### src/rtl/scs_map.vh
// register offsets, field positions, codes and reset values of the session controller
`ifndef SCS_MAP_VH
`define SCS_MAP_VH
// register byte offsets
`define SCS_OFF_CMD 8'h00
`define SCS_OFF_TDBYTE 8'h04
`define SCS_OFF_VERDICT 8'h08
`define SCS_OFF_OUTBLK 8'h0c
`define SCS_OFF_STATUS 8'h10
`define SCS_OFF_LASTSW 8'h14
// command register fields
`define SCS_CMD_P1_LSB 0
`define SCS_CMD_P2_LSB 8
`define SCS_CMD_TEAR_BIT 16
// verdict register fields
`define SCS_VER_MAC_OK 0
`define SCS_VER_FOUND 1
`define SCS_VER_CLOSE_FAIL 2
`define SCS_VER_NO_MEM 3
`define SCS_VER_PROACTIVE 4
`define SCS_VER_RST 5'h00
`define SCS_OUTBLK_RST 16'h0000
// P1 / P2 codes
`define SCS_P1_TEARDOWN 8'h04
`define SCS_P2_CMD_DATA 8'h80
`define SCS_P2_RSP_DATA 8'ha0
// tags and lengths
`define SCS_TAG_WRAP 8'h73
`define SCS_TAG_MASTER 8'h88
`define SCS_TAG_CONN 8'h8b
`define SCS_OBJ_LEN 8'h20
`define SCS_LEN_EXT 8'h81
`define SCS_BODY_LAST 5'h1f
// status words
`define SCS_SW_OK 16'h9000
`define SCS_SW_BAD_MAC 16'h9862
`define SCS_SW_NO_MEM 16'h6a84
`define SCS_SW_BAD_P1P2 16'h6a86
`define SCS_SW_BAD_DATA 16'h6a80
`define SCS_SW_CLOSE_FAIL 16'h6f00
`define SCS_SW_WRONG_LEN 16'h6700
`define SCS_SW1_ONGOING 8'h92
`define SCS_SW_RST 16'h0000
`endif

### src/rtl/scs_session_ctrl.v
// secure channel teardown and bulk transfer session controller, AXI4-Lite slave
`timescale 1ns/1ps
`include "scs_map.vh"
// Notes on behaviour
// - bad teardown integrity code answers 98 62
// - unknown association still answers success
// - failed teardown answers error status
// - teardown P1 04, P2 80 send, A0 fetch
// - teardown payload wrapped in tag 73
// - one master object or connection objects only
// - master object is 88, 32, id, code
// - connection object is 8B, 32, id, code
// - abort makes bulk command carry no data
// - two P1 bits select four independent sessions
// - good non-final block answers 92 XX
// - status may flag pending data any session
// - good final block signals transaction ongoing
// - fetch with blocks left flags more pending
// - either side aborts, else session runs on
// - terminal abort drops data, keeps association
// - proactive flag lets terminal interleave, then resume
// - P1 b3 data flag, b6..b4 zero
// - P1 b2 aborts addressed session
// - P1 b1 resend, must be zero with b3
// - 92 SW2 bits: resend, proactive, session, more
// - 6A 84 always aborts the session
module scs_session_ctrl #(
	parameter ADDR_W = 8
) (
	// clock and reset
	input wire SYS_CLK,
	input wire NRST,
	// write address channel
	input wire [ADDR_W-1:0] S_AXI_AWADDR,
	input wire [2:0] S_AXI_AWPROT,
	input wire S_AXI_AWVALID,
	output wire S_AXI_AWREADY,
	// write data channel
	input wire [31:0] S_AXI_WDATA,
	input wire [3:0] S_AXI_WSTRB,
	input wire S_AXI_WVALID,
	output wire S_AXI_WREADY,
	// write response channel
	output wire [1:0] S_AXI_BRESP,
	output wire S_AXI_BVALID,
	input wire S_AXI_BREADY,
	// read address channel
	input wire [ADDR_W-1:0] S_AXI_ARADDR,
	input wire [2:0] S_AXI_ARPROT,
	input wire S_AXI_ARVALID,
	output wire S_AXI_ARREADY,
	// read data channel
	output wire [31:0] S_AXI_RDATA,
	output wire [1:0] S_AXI_RRESP,
	output wire S_AXI_RVALID,
	input wire S_AXI_RREADY
);
	// parser states
	localparam PS_WTAG = 3'd0;
	localparam PS_WLEN = 3'd1;
	localparam PS_WLEN2 = 3'd2;
	localparam PS_OTAG = 3'd3;
	localparam PS_OLEN = 3'd4;
	localparam PS_BODY = 3'd5;
	localparam PS_BAD = 3'd6;
	// object kinds seen so far
	localparam K_NONE = 2'd0;
	localparam K_MASTER = 2'd1;
	localparam K_CONN = 2'd2;
	localparam [1:0] RESP_OKAY = 2'b00;
	localparam [1:0] RESP_SLVERR = 2'b10;

	// merge written bytes into an old word under byte strobes
	function [31:0] merge;
		input [31:0] old;
		input [31:0] nw;
		input [3:0] strb;
		integer i;
		begin
			merge = old;
			for (i = 0; i < 4; i = i + 1) begin
				if (strb[i])
					merge[i*8 +: 8] = nw[i*8 +: 8];
			end
		end
	endfunction

	// pick the session whose outbound data is flagged: current first, else lowest other
	function [2:0] pend_pick;
		input [15:0] blk;
		input [1:0] cur;
		input [3:0] cur_left;
		integer i;
		begin
			pend_pick = (cur_left != 4'h0) ? {1'b1, cur} : 3'b000;
			for (i = 3; i >= 0; i = i - 1) begin
				if (cur_left == 4'h0 && i[1:0] != cur && blk[i*4 +: 4] != 4'h0)
					pend_pick = {1'b1, i[1:0]};
			end
		end
	endfunction

	// ongoing status word: SW2 = 000, resend, proactive, session, more
	function [15:0] sw_ongoing;
		input resend;
		input pro;
		input [1:0] sess;
		input more;
		begin
			sw_ongoing = {`SCS_SW1_ONGOING, 3'b000, resend, pro, sess, more};
		end
	endfunction

	// bus slave state
	reg aw_full_q;
	reg [ADDR_W-1:0] aw_addr_q;
	reg w_full_q;
	reg [31:0] w_data_q;
	reg [3:0] w_strb_q;
	reg bvalid_q;
	reg [1:0] bresp_q;
	reg rvalid_q;
	reg [31:0] rdata_q;
	reg [1:0] rresp_q;
	// block state
	reg [4:0] verdict_q; // crypto and store verdicts from software
	reg [15:0] outblk_q; // outbound blocks left, 4 bits per session
	reg [3:0] active_q; // session running flags
	reg [15:0] sw_q; // latest status word of any command
	reg [15:0] last_sw_q [0:3]; // latest response per session
	// teardown payload parser
	reg [2:0] ps_q;
	reg [7:0] wlen_q; // wrapper value length
	reg [7:0] seen_q; // value bytes consumed
	reg [4:0] body_q; // byte index inside an object body
	reg [1:0] kind_q;

	// handshakes: one write and one read in flight at a time
	assign S_AXI_AWREADY = !aw_full_q && !bvalid_q;
	assign S_AXI_WREADY = !w_full_q && !bvalid_q;
	assign S_AXI_BVALID = bvalid_q;
	assign S_AXI_BRESP = bresp_q;
	assign S_AXI_ARREADY = !rvalid_q;
	assign S_AXI_RVALID = rvalid_q;
	assign S_AXI_RDATA = rdata_q;
	assign S_AXI_RRESP = rresp_q;

	// write commit once address and data are both held
	wire wr_go = aw_full_q && w_full_q && !bvalid_q;
	wire [7:0] wr_off = aw_addr_q[7:0] & 8'hfc; // needs ADDR_W of at least 8
	wire wr_cmd = wr_go && wr_off == `SCS_OFF_CMD && w_strb_q[2:0] == 3'b111;
	wire wr_tdb = wr_go && wr_off == `SCS_OFF_TDBYTE && w_strb_q[0];
	wire wr_map = wr_off == `SCS_OFF_CMD || wr_off == `SCS_OFF_TDBYTE ||
		wr_off == `SCS_OFF_VERDICT || wr_off == `SCS_OFF_OUTBLK;
	wire [31:0] mrg = merge(wr_off[2] ? {16'h0, outblk_q} : {27'h0, verdict_q}, w_data_q, w_strb_q);

	// command fields
	wire [7:0] p1 = w_data_q[`SCS_CMD_P1_LSB +: 8];
	wire [7:0] p2 = w_data_q[`SCS_CMD_P2_LSB +: 8];
	wire tear = w_data_q[`SCS_CMD_TEAR_BIT];
	wire [1:0] sess = p1[7:6];
	wire [3:0] left = outblk_q[sess*4 +: 4];
	wire [2:0] pick = pend_pick(outblk_q, sess, left);
	wire [2:0] pick_oth = pend_pick(outblk_q, sess, 4'h0); // other sessions only
	wire pro = verdict_q[`SCS_VER_PROACTIVE];
	wire [7:0] tb = w_data_q[7:0];

	// command decode results
	reg [15:0] ex_sw;
	reg ex_store; // remember as this session's latest response
	reg ex_act_set;
	reg ex_act_clr;
	reg ex_dec; // one outbound block delivered
	reg ex_drop; // discard outbound data of the session
	reg ex_prst; // restart the teardown parser

	// decode one executed command into its status word and side effects
	always @* begin
		ex_sw = `SCS_SW_OK;
		ex_store = 1'b0;
		ex_act_set = 1'b0;
		ex_act_clr = 1'b0;
		ex_dec = 1'b0;
		ex_drop = 1'b0;
		ex_prst = 1'b0;
		if (tear) begin
			// teardown of associations
			ex_prst = 1'b1;
			if (p1 != `SCS_P1_TEARDOWN) begin
				ex_sw = `SCS_SW_BAD_P1P2;
			end else if (p2 == `SCS_P2_RSP_DATA) begin
				ex_sw = `SCS_SW_OK; // no response data, nothing to fetch
			end else if (p2 != `SCS_P2_CMD_DATA) begin
				ex_sw = `SCS_SW_BAD_P1P2;
			end else if (ps_q != PS_OTAG || kind_q == K_NONE || seen_q != wlen_q) begin
				ex_sw = `SCS_SW_BAD_DATA; // truncated or malformed payload
			end else if (!verdict_q[`SCS_VER_MAC_OK]) begin
				ex_sw = `SCS_SW_BAD_MAC;
			end else if (verdict_q[`SCS_VER_CLOSE_FAIL]) begin
				ex_sw = `SCS_SW_CLOSE_FAIL;
			end else begin
				ex_sw = `SCS_SW_OK; // found or not, the answer is success
			end
		end else if (p1[5:3] != 3'b000 || (p1[2] && p1[0])) begin
			// reserved bits or resend with data
			ex_sw = `SCS_SW_BAD_P1P2;
		end else if (p1[1]) begin
			// terminal abort: no data either way, association untouched
			ex_act_clr = 1'b1;
			ex_drop = 1'b1;
			ex_sw = `SCS_SW_OK;
		end else if (p1[0]) begin
			// resend exactly what this session saw last
			ex_sw = last_sw_q[sess];
		end else if (verdict_q[`SCS_VER_NO_MEM]) begin
			// card side abort on lack of memory
			ex_sw = `SCS_SW_NO_MEM;
			ex_act_clr = 1'b1;
			ex_drop = 1'b1;
			ex_store = 1'b1;
		end else if (!p1[2] && p2 != 8'h00) begin
			// inbound blocks announced but no data carried
			ex_sw = `SCS_SW_WRONG_LEN;
		end else if (p1[2]) begin
			// inbound block; p2 zero marks the final one
			ex_act_set = 1'b1;
			ex_store = 1'b1;
			ex_sw = sw_ongoing(1'b0, pro, pick[2] ? pick[1:0] : sess, pick[2]);
		end else begin
			// outbound fetch; more flagged while blocks stay behind
			ex_store = 1'b1;
			ex_dec = left != 4'h0;
			ex_act_set = left > 4'h1;
			ex_act_clr = left <= 4'h1; // last block completes the session
			if (left > 4'h1)
				ex_sw = sw_ongoing(1'b0, pro, sess, 1'b1);
			else
				ex_sw = sw_ongoing(1'b0, pro, pick_oth[2] ? pick_oth[1:0] : sess,
					pick_oth[2]);
		end
	end

	// axi write channels: accept address and data in either order
	always @(posedge SYS_CLK) begin
		if (!NRST) begin
			aw_full_q <= 1'b0;
			aw_addr_q <= {ADDR_W{1'b0}};
			w_full_q <= 1'b0;
			w_data_q <= 32'h00000000;
			w_strb_q <= 4'h0;
			bvalid_q <= 1'b0;
			bresp_q <= RESP_OKAY;
		end else begin
			if (S_AXI_AWVALID && S_AXI_AWREADY) begin
				aw_full_q <= 1'b1;
				aw_addr_q <= S_AXI_AWADDR;
			end
			if (S_AXI_WVALID && S_AXI_WREADY) begin
				w_full_q <= 1'b1;
				w_data_q <= S_AXI_WDATA;
				w_strb_q <= S_AXI_WSTRB;
			end
			// response follows commit by one cycle
			if (wr_go) begin
				aw_full_q <= 1'b0;
				w_full_q <= 1'b0;
				bvalid_q <= 1'b1;
				bresp_q <= wr_map ? RESP_OKAY : RESP_SLVERR;
			end else if (bvalid_q && S_AXI_BREADY) begin
				bvalid_q <= 1'b0;
			end
		end
	end

	// axi read channel: data one cycle after the address
	always @(posedge SYS_CLK) begin
		if (!NRST) begin
			rvalid_q <= 1'b0;
			rdata_q <= 32'h00000000;
			rresp_q <= RESP_OKAY;
		end else if (S_AXI_ARVALID && S_AXI_ARREADY) begin
			rvalid_q <= 1'b1;
			rresp_q <= RESP_OKAY;
			case (S_AXI_ARADDR[7:0] & 8'hfc)
				`SCS_OFF_VERDICT: rdata_q <= {27'h0, verdict_q};
				`SCS_OFF_OUTBLK: rdata_q <= {16'h0000, outblk_q};
				`SCS_OFF_STATUS: rdata_q <= {9'h0, ps_q, active_q, sw_q};
				`SCS_OFF_LASTSW: rdata_q <= {last_sw_q[1], last_sw_q[0]};
				`SCS_OFF_CMD: rdata_q <= {last_sw_q[3], last_sw_q[2]};
				`SCS_OFF_TDBYTE: rdata_q <= {8'h00, seen_q, wlen_q, 3'b000, body_q};
				default: begin
					// unmapped word reads zero with an error answer
					rdata_q <= 32'h00000000;
					rresp_q <= RESP_SLVERR;
				end
			endcase
		end else if (rvalid_q && S_AXI_RREADY) begin
			rvalid_q <= 1'b0;
		end
	end

	// session bookkeeping and software registers
	always @(posedge SYS_CLK) begin
		if (!NRST) begin
			verdict_q <= `SCS_VER_RST;
			outblk_q <= `SCS_OUTBLK_RST;
			active_q <= 4'h0;
			sw_q <= `SCS_SW_RST;
			last_sw_q[0] <= `SCS_SW_RST;
			last_sw_q[1] <= `SCS_SW_RST;
			last_sw_q[2] <= `SCS_SW_RST;
			last_sw_q[3] <= `SCS_SW_RST;
		end else if (wr_go) begin
			if (wr_off == `SCS_OFF_VERDICT)
				verdict_q <= mrg[4:0];
			if (wr_off == `SCS_OFF_OUTBLK)
				outblk_q <= mrg[15:0];
			if (wr_cmd) begin
				// commands execute only one at a time, so no software write collides
				sw_q <= ex_sw;
				if (ex_store && !tear)
					last_sw_q[sess] <= ex_sw;
				if (ex_act_set && !tear)
					active_q[sess] <= 1'b1;
				if (ex_act_clr && !tear)
					active_q[sess] <= 1'b0;
				if (ex_drop && !tear)
					outblk_q[sess*4 +: 4] <= 4'h0;
				if (ex_dec && !tear)
					outblk_q[sess*4 +: 4] <= left - 4'h1;
			end
		end
	end

	// teardown payload parser, fed one byte per write
	always @(posedge SYS_CLK) begin
		if (!NRST) begin
			ps_q <= PS_WTAG;
			wlen_q <= 8'h00;
			seen_q <= 8'h00;
			body_q <= 5'h00;
			kind_q <= K_NONE;
		end else if (wr_cmd && ex_prst) begin
			// each teardown command starts a fresh payload
			ps_q <= PS_WTAG;
			seen_q <= 8'h00;
			kind_q <= K_NONE;
		end else if (wr_tdb) begin
			if (ps_q >= PS_OTAG && ps_q <= PS_BODY)
				seen_q <= seen_q + 8'h01;
			case (ps_q)
				PS_WTAG: begin
					ps_q <= (tb == `SCS_TAG_WRAP) ? PS_WLEN : PS_BAD;
				end
				PS_WLEN: begin
					wlen_q <= tb;
					ps_q <= (tb == `SCS_LEN_EXT) ? PS_WLEN2 : (tb[7] ? PS_BAD : PS_OTAG);
				end
				PS_WLEN2: begin
					wlen_q <= tb;
					ps_q <= tb[7] ? PS_OTAG : PS_BAD;
				end
				PS_OTAG: begin
					// a master object stands alone; connection objects may repeat
					if (tb == `SCS_TAG_MASTER && kind_q == K_NONE) begin
						kind_q <= K_MASTER;
						ps_q <= PS_OLEN;
					end else if (tb == `SCS_TAG_CONN && kind_q != K_MASTER) begin
						kind_q <= K_CONN;
						ps_q <= PS_OLEN;
					end else begin
						ps_q <= PS_BAD;
					end
				end
				PS_OLEN: begin
					body_q <= 5'h00;
					ps_q <= (tb == `SCS_OBJ_LEN) ? PS_BODY : PS_BAD;
				end
				PS_BODY: begin
					// 16 id bytes then 16 code bytes
					body_q <= body_q + 5'h01;
					if (body_q == `SCS_BODY_LAST)
						ps_q <= PS_OTAG;
				end
				PS_BAD: begin
					ps_q <= PS_BAD;
				end
				default: begin
					ps_q <= PS_BAD;
				end
			endcase
		end
	end
endmodule

### config.mk
export PLATFORM = sky130hd
export DESIGN_NAME = scs_session_ctrl
export DESIGN_NICKNAME = d
export VERILOG_FILES = /design/src/rtl/scs_session_ctrl.v
export VERILOG_INCLUDE_DIRS = /design/src /design/src/rtl
export SDC_FILE = /design/constraint.sdc
export NUM_CORES = 1
export LEC_CHECK = 0
export ABC_AREA = 0
export BUFFER_PORTS_ARGS = -buffer_cell sky130_fd_sc_hd__clkbuf_2
export CAP_MARGIN = 10
export CORE_MARGIN = 3
export CORE_UTILIZATION = 50
export CTS_BUF_LIST = sky130_fd_sc_hd__clkbuf_8
export DETAILED_ROUTE_END_ITERATION = 8
export PLACE_DENSITY = 0.68
export SETUP_SLACK_MARGIN = 0.02
export SYNTH_ARGS = -nofsm -noshare
export SYNTH_HDL_FRONTEND = slang
export SYNTH_SLANG_ARGS = --single-unit
### constraint.sdc
create_clock -name SYS_CLK -period 8.72 [get_ports SYS_CLK]
set_input_delay 1.744 -clock SYS_CLK [delete_from_list [all_inputs] [get_ports SYS_CLK]]
set_output_delay 1.744 -clock SYS_CLK [all_outputs]
set_load 0.01 [all_outputs]
Word level (Yosys, flattened, before mapping)
Memory sizes are Yosys's and may differ from the RTL's. A register that Yosys moved wholly into a read port is not among the register bits.
Index checks and enable logic that the tools add are counted.
{"block": "totals", "register_bits": 135, "n_memories": 1, "mem_bits_rw": 64, "inputBits": 65}
{"block": "op_classes", "magnitude_cmp": 6, "n_mux": 109, "add_sub_neg": 4, "n_bitwise": 5, "shifts": 4, "n_reduce_logical": 78, "n_eq_ne": 30}
{"memory": "last_sw_q", "words": 4, "word_bits": 16, "rd": 5, "rd_ports_with_merged_regs": 1, "wr": 4, "line_no": "scs_session_ctrl.v:130", "source": "reg [15:0] last_sw_q [0:3];"}
{"operator": "2-to-1 mux 16 bit", "n": 23}
{"operator": "case mux 32 bit (6 select lines)", "n": 1}
{"operator": "2-to-1 mux 3 bit", "n": 16}
{"operator": "2-to-1 mux 1 bit", "n": 45}
{"operator": "logical AND 1 bit", "n": 37}
{"operator": "negation 4 -> 34 bit", "n": 1}
{"operator": "variable shift 4 x 34 -> 16 bit (first input constant)", "n": 1}
{"operator": "indexed part select 4 x 34 -> 16 bit", "n": 1}
{"operator": "indexed part select 4 x 34 -> 16 bit (first input constant)", "n": 1}
{"operator": "bitwise mux 16 bit", "n": 2}
{"operator": "equality test 8 bit (second input constant)", "n": 4}
{"operator": "equality test 6 x 2 -> 1 bit (second input constant)", "n": 4}
{"operator": "2-to-1 mux 2 bit", "n": 12}
{"operator": "2-to-1 mux 4 bit", "n": 5}
{"operator": "nonzero test 4 bit", "n": 5}
{"operator": "case mux 3 bit (6 select lines)", "n": 1}
{"operator": "zero test 8 bit", "n": 2}
{"operator": "2-to-1 mux 8 bit", "n": 2}
{"operator": "OR reduction 16 bit", "n": 1}
{"operator": "indexed part select 16 x 5 -> 4 bit", "n": 1}
{"operator": "equality test 6 x 1 -> 1 bit (second input constant)", "n": 2}
{"operator": "equality test 6 x 3 -> 1 bit (second input constant)", "n": 2}
{"operator": "case mux 5 bit (2 select lines)", "n": 1}
{"operator": "nonzero test 2 bit", "n": 5}
{"operator": "39 further kinds", "n": 61}

Longest topological paths before layout
Gate-level depths: netlist of the first run.
{"block": "logic_depth", "ltp_word": 17, "depth_mapped": 12}

Worst setup path after synthesis of the first run
No wires, ideal clock.
{"block": "synth_path", "path_kind": "input to register", "from": "input port NRST", "to": "memory last_sw_q[0][0] (enable)", "t_arrival_ps": 3059, "path_slack_ps": 5290, "n_path_buf": 2, "setup_ps": 372, "stages": 5, "path_cell_list": "clkbuf_1 -> nand3_1 -> or3_1 -> buf_2 -> nand2_1"}
{"element": "from (decl)", "line_no": "scs_session_ctrl.v:32", "source": "input wire NRST,"}
{"element": "to (decl)", "line_no": "scs_session_ctrl.v:130"}

==> results of run 1 <==
==> where the power goes <==
group	switching (W)	internal, W	leakage [nW]
clock network	0.000384	0.000220	0.209
logic	0.000176	0.0000918	2.04
registers	0.0000441	0.000979	1.73
==> worst min-delay path by stage <==
stage               endpoint  cells after the start
floorplan            sw_q[0]                      2
global placement     sw_q[0]                      2
detailed placement   sw_q[4]                      2
CTS                  sw_q[0]                      2
global route         sw_q[4]                      2
finish               sw_q[0]                      2
==> per-stage QoR <==
stage / hold slack, ps / std cells / power, W
floorplan: 429 / 1069 / 0.00122
global placement: 437 / 1337 / 0.00130
detailed placement: 446 / 1337 / 0.00130
CTS: 461 / 1369 / 0.00189
global route: 493 / 1369 / 0.00196
finish: 458 / 1369 / 0.00190
==> Yosys cell counts, types with 8 or more instances <==
cell	number
sky130_fd_sc_hd__nand2b_1	11
sky130_fd_sc_hd__and2_1	10
sky130_fd_sc_hd__mux2_2	20
sky130_fd_sc_hd__nand4_1	17
sky130_fd_sc_hd__mux2i_1	21
sky130_fd_sc_hd__xnor2_1	10
sky130_fd_sc_hd__nand3_1	23
sky130_fd_sc_hd__nand2_1	104
sky130_fd_sc_hd__mux4_2	19
sky130_fd_sc_hd__inv_1	19
sky130_fd_sc_hd__a2bb2oi_1	14
sky130_fd_sc_hd__buf_2	15
sky130_fd_sc_hd__o21ai_0	50
sky130_fd_sc_hd__nor4_1	11
sky130_fd_sc_hd__a22oi_1	14
sky130_fd_sc_hd__nor2_1	130
sky130_fd_sc_hd__a221oi_1	13
sky130_fd_sc_hd__xor2_1	8
sky130_fd_sc_hd__clkbuf_1	59
sky130_fd_sc_hd__a21oi_1	106
sky130_fd_sc_hd__a222oi_1	17
sky130_fd_sc_hd__nor3_1	12
sky130_fd_sc_hd__edfxtp_1	64
sky130_fd_sc_hd__ha_1	11
sky130_fd_sc_hd__a211oi_1	22
sky130_fd_sc_hd__dfxtp_1	133
==> tightest hold or removal path: stages (launching register included) <==
cell and delay [ps]:
sky130_fd_sc_hd__dfxtp_1 320, sky130_fd_sc_hd__nand2_1 50, sky130_fd_sc_hd__a21oi_1 50
==> routing by layer <==
| layer | track usage | part of all wire | vias up |
|---|---|---|---|
| li1 | - | - | 3970 |
| met1 | 0.380 | 0.41 | 4131 |
| met2 | 0.438 | 0.47 | 436 |
| met3 | 0.0568 | 0.088 | 56 |
| met4 | 0.0913 | 0.032 | 0 |
| met5 | 0 | 0 | - |
==> cells by family after synthesis <==
family / after synthesis / synth area share
mux: 60 / 0.0870
other cells: 1 / 0.000378
xor+xnor: 18 / 0.0159
buf+inv: 102 / 0.0412
compound gates: 289 / 0.194
simple gates: 370 / 0.186
fa+ha+maj: 11 / 0.0139
flops: 197 / 0.462
==> flip-flops by register name, indices dropped and copies added, names as in the netlist, 2 cells and up, named ones only <==
register	count
wlen_q	8
aw_addr_q	6
w_data_q	17
w_strb_q	3
verdict_q	5
kind_q	2
sw_q	16
S_AXI_RDATA	32
ps_q	3
outblk_q	16
seen_q	8
body_q	5
last_sw_q	64
==> final cells by class <==
cell class,count,share of cell area
well taps,260,0.0298
repair buffers,89,0.0436
clock inverters,15,0.0165
multi-input cells,770,0.461
inverters,21,0.00723
clock buffers,17,0.0214
flip-flops and latches,197,0.420
==> impl_metrics.toml, run 1 <==
[setup_path]
critPathArrivalTime_ps = 4760
critical_path.reg2reg.endpoint = "last_sw_q[1][3]"
r2r_setup_slack_ps = 4660
start_kind = "input port"
crit_path_cell_trace = "clkbuf_2 > nand3_1 > or3_1 > nand2_1"
worst_setup_path_startpoint = "NRST"
critical_path.n_buffers_inverters = 1
timing.critical_path.slowest_stage_cell = "sky130_fd_sc_hd__or3_1"
critical_path_depth = 4
critPathRequiredTime_ps = 8840
crit_type = "input port to flop"
r2r_start = "aw_addr_q[5]"
worst_r2r_path_cells = 6
crit_path_max_incr_delay_ps = 810
timing.critical_path.max_delay_family = "simple AND/OR/NAND/NOR gates"
timing.critical_path.fanout_max = 37
cp-end-kind = "flop"
cp-endpoint = "last_sw_q[1][3]"

[clocking]
cts-buffers-inserted = 17
cts-hold-fix-buffers = 0
tritoncts_num_sinks = 197
post_cts.repair.setup_buffers = 0
clock_tree_from_tritoncts = "built"
htree_num_levels = 4
cts_resized = 0
clkLatencyLatePin_ps = 490
root_buffer = "sky130_fd_sc_hd__clkbuf_8"
clkTransAtPathRegs_ps = 110
cts-root-to-sink-buffers = 2

[cells_and_area]
regArea_mm2 = 0.00458
post_route_cells_drive_above_1_share = 0.166
final_common_cell = "sky130_fd_sc_hd__dfxtp_1"
fin_area_mm2 = 0.0109
flow.area_growth_from_synthesis_pct = 9.87
antenna-diode-count = 0
fillerInstances = 1718
footprint_of_the_multi_input_gates_mm2 = 0.00503
final_nets = 1172
layout_common_cells = "sky130_fd_sc_hd__dfxtp_1, sky130_fd_sc_hd__nor2_1, sky130_fd_sc_hd__a21oi_1"
final_core_utilization = 0.572

[routing]
vias = 8593
drt-initial-drc-count = 1142
first_pass_iters = 6
wire_per_inst_um = 22.1
ant_nets = 0
route.detailed.drc = 0
via_per_inst = 6.28
final_wl_mm = 30.3

[logic_synthesis]
postSynthCellCount = 1048
yosys_register_bits = 197
yosysWarningCount = 0
synth.lib_cells_used.distinct = 76
leading_register_cell_type_out_of_synthesis = "sky130_fd_sc_hd__dfxtp_1"
synth.top_cell.area_share = 0.268
post_synth_instance_area_mm2 = 0.00993
syn-mean-instance-area_um2 = 9.47
postSynth.asyncResetShare = 0
synth_seq_area_share = 0.462
post-synth-top-area-cell = "sky130_fd_sc_hd__dfxtp_1"
synth-edff-count = 64
netlist_top_cells_area = "sky130_fd_sc_hd__dfxtp_1, sky130_fd_sc_hd__edfxtp_1, sky130_fd_sc_hd__a21oi_1"

[floorplan]
die_w_um = 147
placeableCoreArea_mm2 = 0.0191
initial_core_util = 0.520
core.rowCount = 50
floorplan.die_area_mm2 = 0.0216
fp.dieH_um = 147
io_pins = 106

[timing]
min_period_ps = 4640
setup_tns_ps = 0
drv_slew = 0
fin_crit_share = 0.532
setup_violations = 0
setup_skew_after_layout_ps = 20.5
unrepaired_setup_endpoints_after_global_routing = "no"
slew_headroom = 0.333
final_hold_violation_count = 0
maxClockFrequency_ghz = 0.216
worst_slew_pin_slew_ps = 1000
setup_slack_ps = 4080

[placed_design]
place.gp.congestion = 0.947
postPlaceCellArea_mm2 = 0.0105
detailedPlace.worstSlack_ps = 3660
dp_hpwl_mm = 20.9
port_buffers = 77

[global_routing]
grt_overflow_total = 0
antenna_found_initial = 0
first_global_vias = 8021
global_routing_usage_summed_across_all_routing_layers = 0.276
global_route_wire_length_before_repair_mm = 46.7
maximum_number_of_pins_on_one_net_before_global_route_repair = 89

[worst_hold_path]
timing.hold.worst.start = "sw_q[0]"
hold_class = "flop to flop"

[outcome]
status = "finished clean"

[pwr]
vdd_drop_max_mv = 0.0989
cellPowerDensity_mw_per_mm2 = 174
static-leakage-power_nw = 3.98

[run]
maxCapViolCount = 0
Note: power is estimated with default switching activity, not from simulation.
==> run 2: changes to the inputs <==
==> constraint.sdc (replaced) <==
create_clock -name SYS_CLK -period 4.31 [get_ports SYS_CLK]
set_input_delay 0.862 -clock SYS_CLK [delete_from_list [all_inputs] [get_ports SYS_CLK]]
set_output_delay 0.862 -clock SYS_CLK [all_outputs]
set_load 0.01 [all_outputs]
==> impl_metrics.toml, run 2 (synthesis results as in run 1) <==
[cells_and_area]
final_common_cell = "sky130_fd_sc_hd__dfxtp_1"
final_nets = 1183
antenna-diode-count = 0
largest_register = "last_sw_q"
post_route_cells_drive_above_1_share = 0.173
largest_register_ff_count = 64
layout_common_cells = "sky130_fd_sc_hd__dfxtp_1, sky130_fd_sc_hd__nor2_1, sky130_fd_sc_hd__a21oi_1"
flow.area_growth_from_synthesis_pct = 10.7

[timing]
fin_crit_share = 0.821
worst_slew_pin_slew_ps = 1040
maxClockFrequency_ghz = 0.283
setup_skew_after_layout_ps = 16.3
slew_headroom = 0.309
drv_slew = 0
fin_worst_hold_slack_ps = 462
setup_violations = 0
final_hold_violation_count = 0
min_period_ps = 3540
setup_tns_ps = 0
unrepaired_setup_endpoints_after_global_routing = "no"

[setup_path]
crit_path_max_incr_delay_ps = 700
crit_type = "flop to flop"
crit_path_cell_trace = "nor4_4 > nand4_4 > nor2_4 > nand3_1 > buf_4 > or3_1 > nand2_1"
critPathRequiredTime_ps = 4440
cp-end-kind = "flop"
critPathArrivalTime_ps = 3670
start_kind = "flop"
timing.critical_path.fanout_max = 16
timing.critical_path.slowest_stage_cell = "sky130_fd_sc_hd__nand2_1"

[pwr]
cellPowerDensity_mw_per_mm2 = 350
static-leakage-power_nw = 4.03
vdd_drop_max_mv = 0.199

[routing]
final_wl_mm = 30.2
vias = 8686
route.detailed.drc = 0
via_per_inst = 6.29
drt-initial-drc-count = 1107
first_pass_iters = 6
ant_nets = 0
wire_per_inst_um = 21.9

[placed_design]
port_buffers = 77
place.gp.congestion = 0.942
dp_hpwl_mm = 21.4

[clocking]
clkTransAtPathRegs_ps = 100
htree_num_levels = 4
cts_resized = 0
cts-buffers-inserted = 17
clock_tree_from_tritoncts = "built"
post_cts.repair.setup_buffers = 0
tritoncts_num_sinks = 197
clkLatencyLatePin_ps = 500
cts-hold-fix-buffers = 0
root_buffer = "sky130_fd_sc_hd__clkbuf_8"
cts-root-to-sink-buffers = 2

[global_routing]
antenna_found_initial = 0
global_route_wire_length_before_repair_mm = 47.0
maximum_number_of_pins_on_one_net_before_global_route_repair = 89
first_global_vias = 8171
global_routing_usage_summed_across_all_routing_layers = 0.279
grt_overflow_total = 0

[outcome]
status = "finished clean"

[floorplan]
placeableCoreArea_mm2 = 0.0191
floorplan.die_area_mm2 = 0.0216
initial_core_util = 0.520
die_w_um = 147
fp.dieH_um = 147
core.rowCount = 50
io_pins = 106

[worst_hold_path]
hold_class = "flop to flop"

[run]
maxCapViolCount = 0
==> run 2: changes by cell type in the layout (fill, tap and decap cells not counted), sizes merged <==
cell | before | now
buf | 12 | 23
clkinv | 9 | 8
inv | 27 | 28
==> run 2: path summary, 6_finish.rpt <==
kind                      from               to  slack, ps  cells after the start
hold / removal         sw_q[0]          sw_q[0]        460                      2
setup / recovery  aw_addr_q[5]  last_sw_q[1][1]        770                      7
setup reg to reg  aw_addr_q[5]  last_sw_q[1][1]        770                      7
hold reg to reg        sw_q[0]          sw_q[0]        460                      2
==> run 2: area by class of cell <==
class	count	area, um2
Clock inverter	15	180
Tap cell	260	325
Inverter	21	78.8
Timing Repair Buffer	100	558
Sequential cell	197	4580
Multi-Input combinational cell	770	5030
Clock buffer	17	234
Fill cell	1702	8090
==> run 2: metrics by stage <==
step	total power, W	std cells	util	area [um2]	setup WS (ps)
final	0.00385	1380	0.576	11000	773
after global routing	0.00400	1380	0.576	11000	605
after CTS	0.00385	1380	0.576	11000	790
after detailed placement	0.00264	1348	0.554	10600	808
after global placement	0.00263	1348	0.554	10600	895
after floorplan	0.00246	1069	-	10000	1560
==> run 2: critical path, delay by kind of cell, from the launching register on <==
family | cells | cell delay [ps]
flops | 1 | 350
simple gates | 6 | 2610
buf+inv | 1 | 210
==> run 2: routing by layer <==
| layer | part of all wire | track usage | routed length, um | vias up |
|---|---|---|---|---|
| li1 | - | - | - | 4008 |
| met1 | 0.42 | 0.394 | 12700 | 4161 |
| met2 | 0.46 | 0.443 | 13900 | 452 |
| met3 | 0.087 | 0.0432 | 2620 | 65 |
| met4 | 0.032 | 0.0937 | 974 | 0 |
| met5 | 0 | 0 | 0 | - |
==> run 2: power by group <==
group	switching (W)	leakage, nW	internal (W)
combinational	0.000357	2.10	0.000190
sequential	0.0000857	1.73	0.00198
clock	0.000785	0.208	0.000448
total	0.00123	4.03	0.00262
==> run 3: changes to the inputs <==
--- a/config.mk
+++ b/config.mk
@@ -13,7 +13,7 @@
 export CORE_UTILIZATION = 50
 export CTS_BUF_LIST = sky130_fd_sc_hd__clkbuf_8
 export DETAILED_ROUTE_END_ITERATION = 8
-export PLACE_DENSITY = 0.68
+export PLACE_DENSITY = 0.7
 export SETUP_SLACK_MARGIN = 0.02
 export SYNTH_ARGS = -nofsm -noshare
 export SYNTH_HDL_FRONTEND = slang
==> constraint.sdc (replaced) <==
create_clock -name SYS_CLK -period 3.2 [get_ports SYS_CLK]
set_input_delay 0.64 -clock SYS_CLK [delete_from_list [all_inputs] [get_ports SYS_CLK]]
set_output_delay 0.64 -clock SYS_CLK [all_outputs]
set_load 0.01 [all_outputs]
==> impl_metrics.toml, run 3 (synthesis results as in run 1) <==
[setup_path]
worst_r2r_path_cells = 11
crit_type = "flop to flop"
crit_path_frequent_cell = "sky130_fd_sc_hd__nand2_1"
timing.critical_path.fanout_max = 13
r2r_start = "w_data_q[7]"
critical_path.reg2reg.endpoint = "last_sw_q[2][2]"
critical_path.n_buffers_inverters = 1
r2r_setup_slack_ps = 190
start_kind = "flop"
crit_path_cell_trace = "mux2i_1 > nand2_1 > nand2_1 > inv_1 > ha_1 > or2_2 > o41a_1 > a21oi_1 > a2111oi_2 > nor3_1 > nor2_1"
critPathArrivalTime_ps = 3240
crit_path_max_incr_delay_ps = 560
timing.critical_path.slowest_stage_cell = "sky130_fd_sc_hd__dfxtp_2"
cp-end-kind = "flop"
timing.critical_path.max_delay_family = "simple AND/OR/NAND/NOR gates"
critPathRequiredTime_ps = 3430

[worst_hold_path]
hold_class = "input port to flop"
min_delay_path_depth = 2
hold-path-endpoint = "S_AXI_RVALID"
timing.hold.worst.start = "S_AXI_RREADY"

[cells_and_area]
post_route_cells_drive_above_1_share = 0.197
antenna-diode-count = 0
largest_register = "last_sw_q"
final_core_utilization = 0.589
final_common_cell = "sky130_fd_sc_hd__dfxtp_1"
largest_register_ff_count = 64
final_nets = 1212
flow.area_growth_from_synthesis_pct = 13.1
fin_area_mm2 = 0.0112
layout_common_cells = "sky130_fd_sc_hd__dfxtp_1, sky130_fd_sc_hd__nor2_1, sky130_fd_sc_hd__a21oi_1"

[routing]
final_wl_mm = 30.7
drt-initial-drc-count = 1135
vias = 8781
via_per_inst = 6.23
wire_per_inst_um = 21.8
ant_nets = 0
first_pass_iters = 8
route.detailed.drc = 0

[placed_design]
place.gp.congestion = 1.01
postPlaceCellArea_mm2 = 0.0108
dp_hpwl_mm = 22.2
port_buffers = 77

[clocking]
htree_num_levels = 4
cts-hold-fix-buffers = 0
tritoncts_num_sinks = 197
clock_tree_from_tritoncts = "built"
cts-root-to-sink-buffers = 2
clkLatencyLatePin_ps = 490
post_cts.repair.setup_buffers = 0
root_buffer = "sky130_fd_sc_hd__clkbuf_8"
cts-buffers-inserted = 17
clkTransAtPathRegs_ps = 110
cts_resized = 0

[floorplan]
fp.dieH_um = 147
initial_core_util = 0.520
floorplan.die_area_mm2 = 0.0216
io_pins = 106
core.rowCount = 50
die_w_um = 147
placeableCoreArea_mm2 = 0.0191

[global_routing]
antenna_found_initial = 0
first_global_vias = 8208
grt_overflow_total = 0
maximum_number_of_pins_on_one_net_before_global_route_repair = 89
global_routing_usage_summed_across_all_routing_layers = 0.287
global_route_wire_length_before_repair_mm = 48.1

[timing]
setup_violations = 0
min_period_ps = 3010
final_hold_violation_count = 0
slew_headroom = 0.427
maxClockFrequency_ghz = 0.333
fin_worst_hold_slack_ps = 318
drv_slew = 0
fin_crit_share = 0.939
setup_skew_after_layout_ps = 15.2
worst_slew_pin_slew_ps = 859
unrepaired_setup_endpoints_after_global_routing = "no"
setup_tns_ps = 0

[run]
maxCapViolCount = 0

[pwr]
clock_group_share_of_total_power = 0.317
total_switching_power_w = 0.00167
p_int_w = 0.00356
pwr-share-seq = 0.531
combinational_share_of_power = 0.153
netSwitchingFraction = 0.319
static-leakage-power_nw = 4.18
vdd_drop_max_mv = 0.292
cellPowerDensity_mw_per_mm2 = 465

[outcome]
status = "finished clean"
-- run 3: cell count changes in the layout (fill, tap and decap cells not counted), sizes merged --
cell	delta
buf	+29
-- run 3: layout make-up --
class,instances,area (um2)
repair buffers,129,788
flip-flops and latches,197,4590
multi-input cells,770,5040
clock inverters,15,180
well taps,260,325
clock buffers,17,234
inverters,21,78.8
fillers,1701,7850
-- run 3: per-stage QoR --
stage / worst slack [ps] / cells / total power [W]
floorplan: 452 / 1069 / 0.00331
global placement: 133 / 1377 / 0.00359
detailed placement: 105 / 1377 / 0.00360
CTS: 77.5 / 1409 / 0.00523
global route: 34.4 / 1409 / 0.00543
finish: 194 / 1409 / 0.00523
-- run 3: worst max path at each step --
| stage | depth (start not counted) | end | start |
|---|---|---|---|
| floorplan | 11 | last_sw_q[0][1] | w_data_q[6] |
| global placement | 11 | last_sw_q[1][2] | w_data_q[7] |
| detailed placement | 11 | last_sw_q[2][2] | w_data_q[7] |
| CTS | 11 | last_sw_q[2][2] | w_data_q[7] |
| global route | 11 | last_sw_q[1][2] | w_data_q[6] |
| finish | 11 | last_sw_q[2][2] | w_data_q[7] |
-- run 3: power groups by stage --
stage	clock network, W	registers [W]	logic (W)
after floorplan	0	0.00277	0.000538
final	0.00166	0.00277	0.000797
after global routing	0.00178	0.00278	0.000863
after global placement	0	0.00282	0.000765
after CTS	0.00168	0.00277	0.000777
after detailed placement	0	0.00283	0.000774
-- run 3: metal layers --
metal	share of wire	wire length, um	vias to the layer above	track usage
met5	0	0	-	0
met4	0.033	1010	0	0.103
li1	-	-	4052	-
met1	0.41	12500	4215	0.401
met3	0.10	3130	71	0.0611
met2	0.46	14000	443	0.442
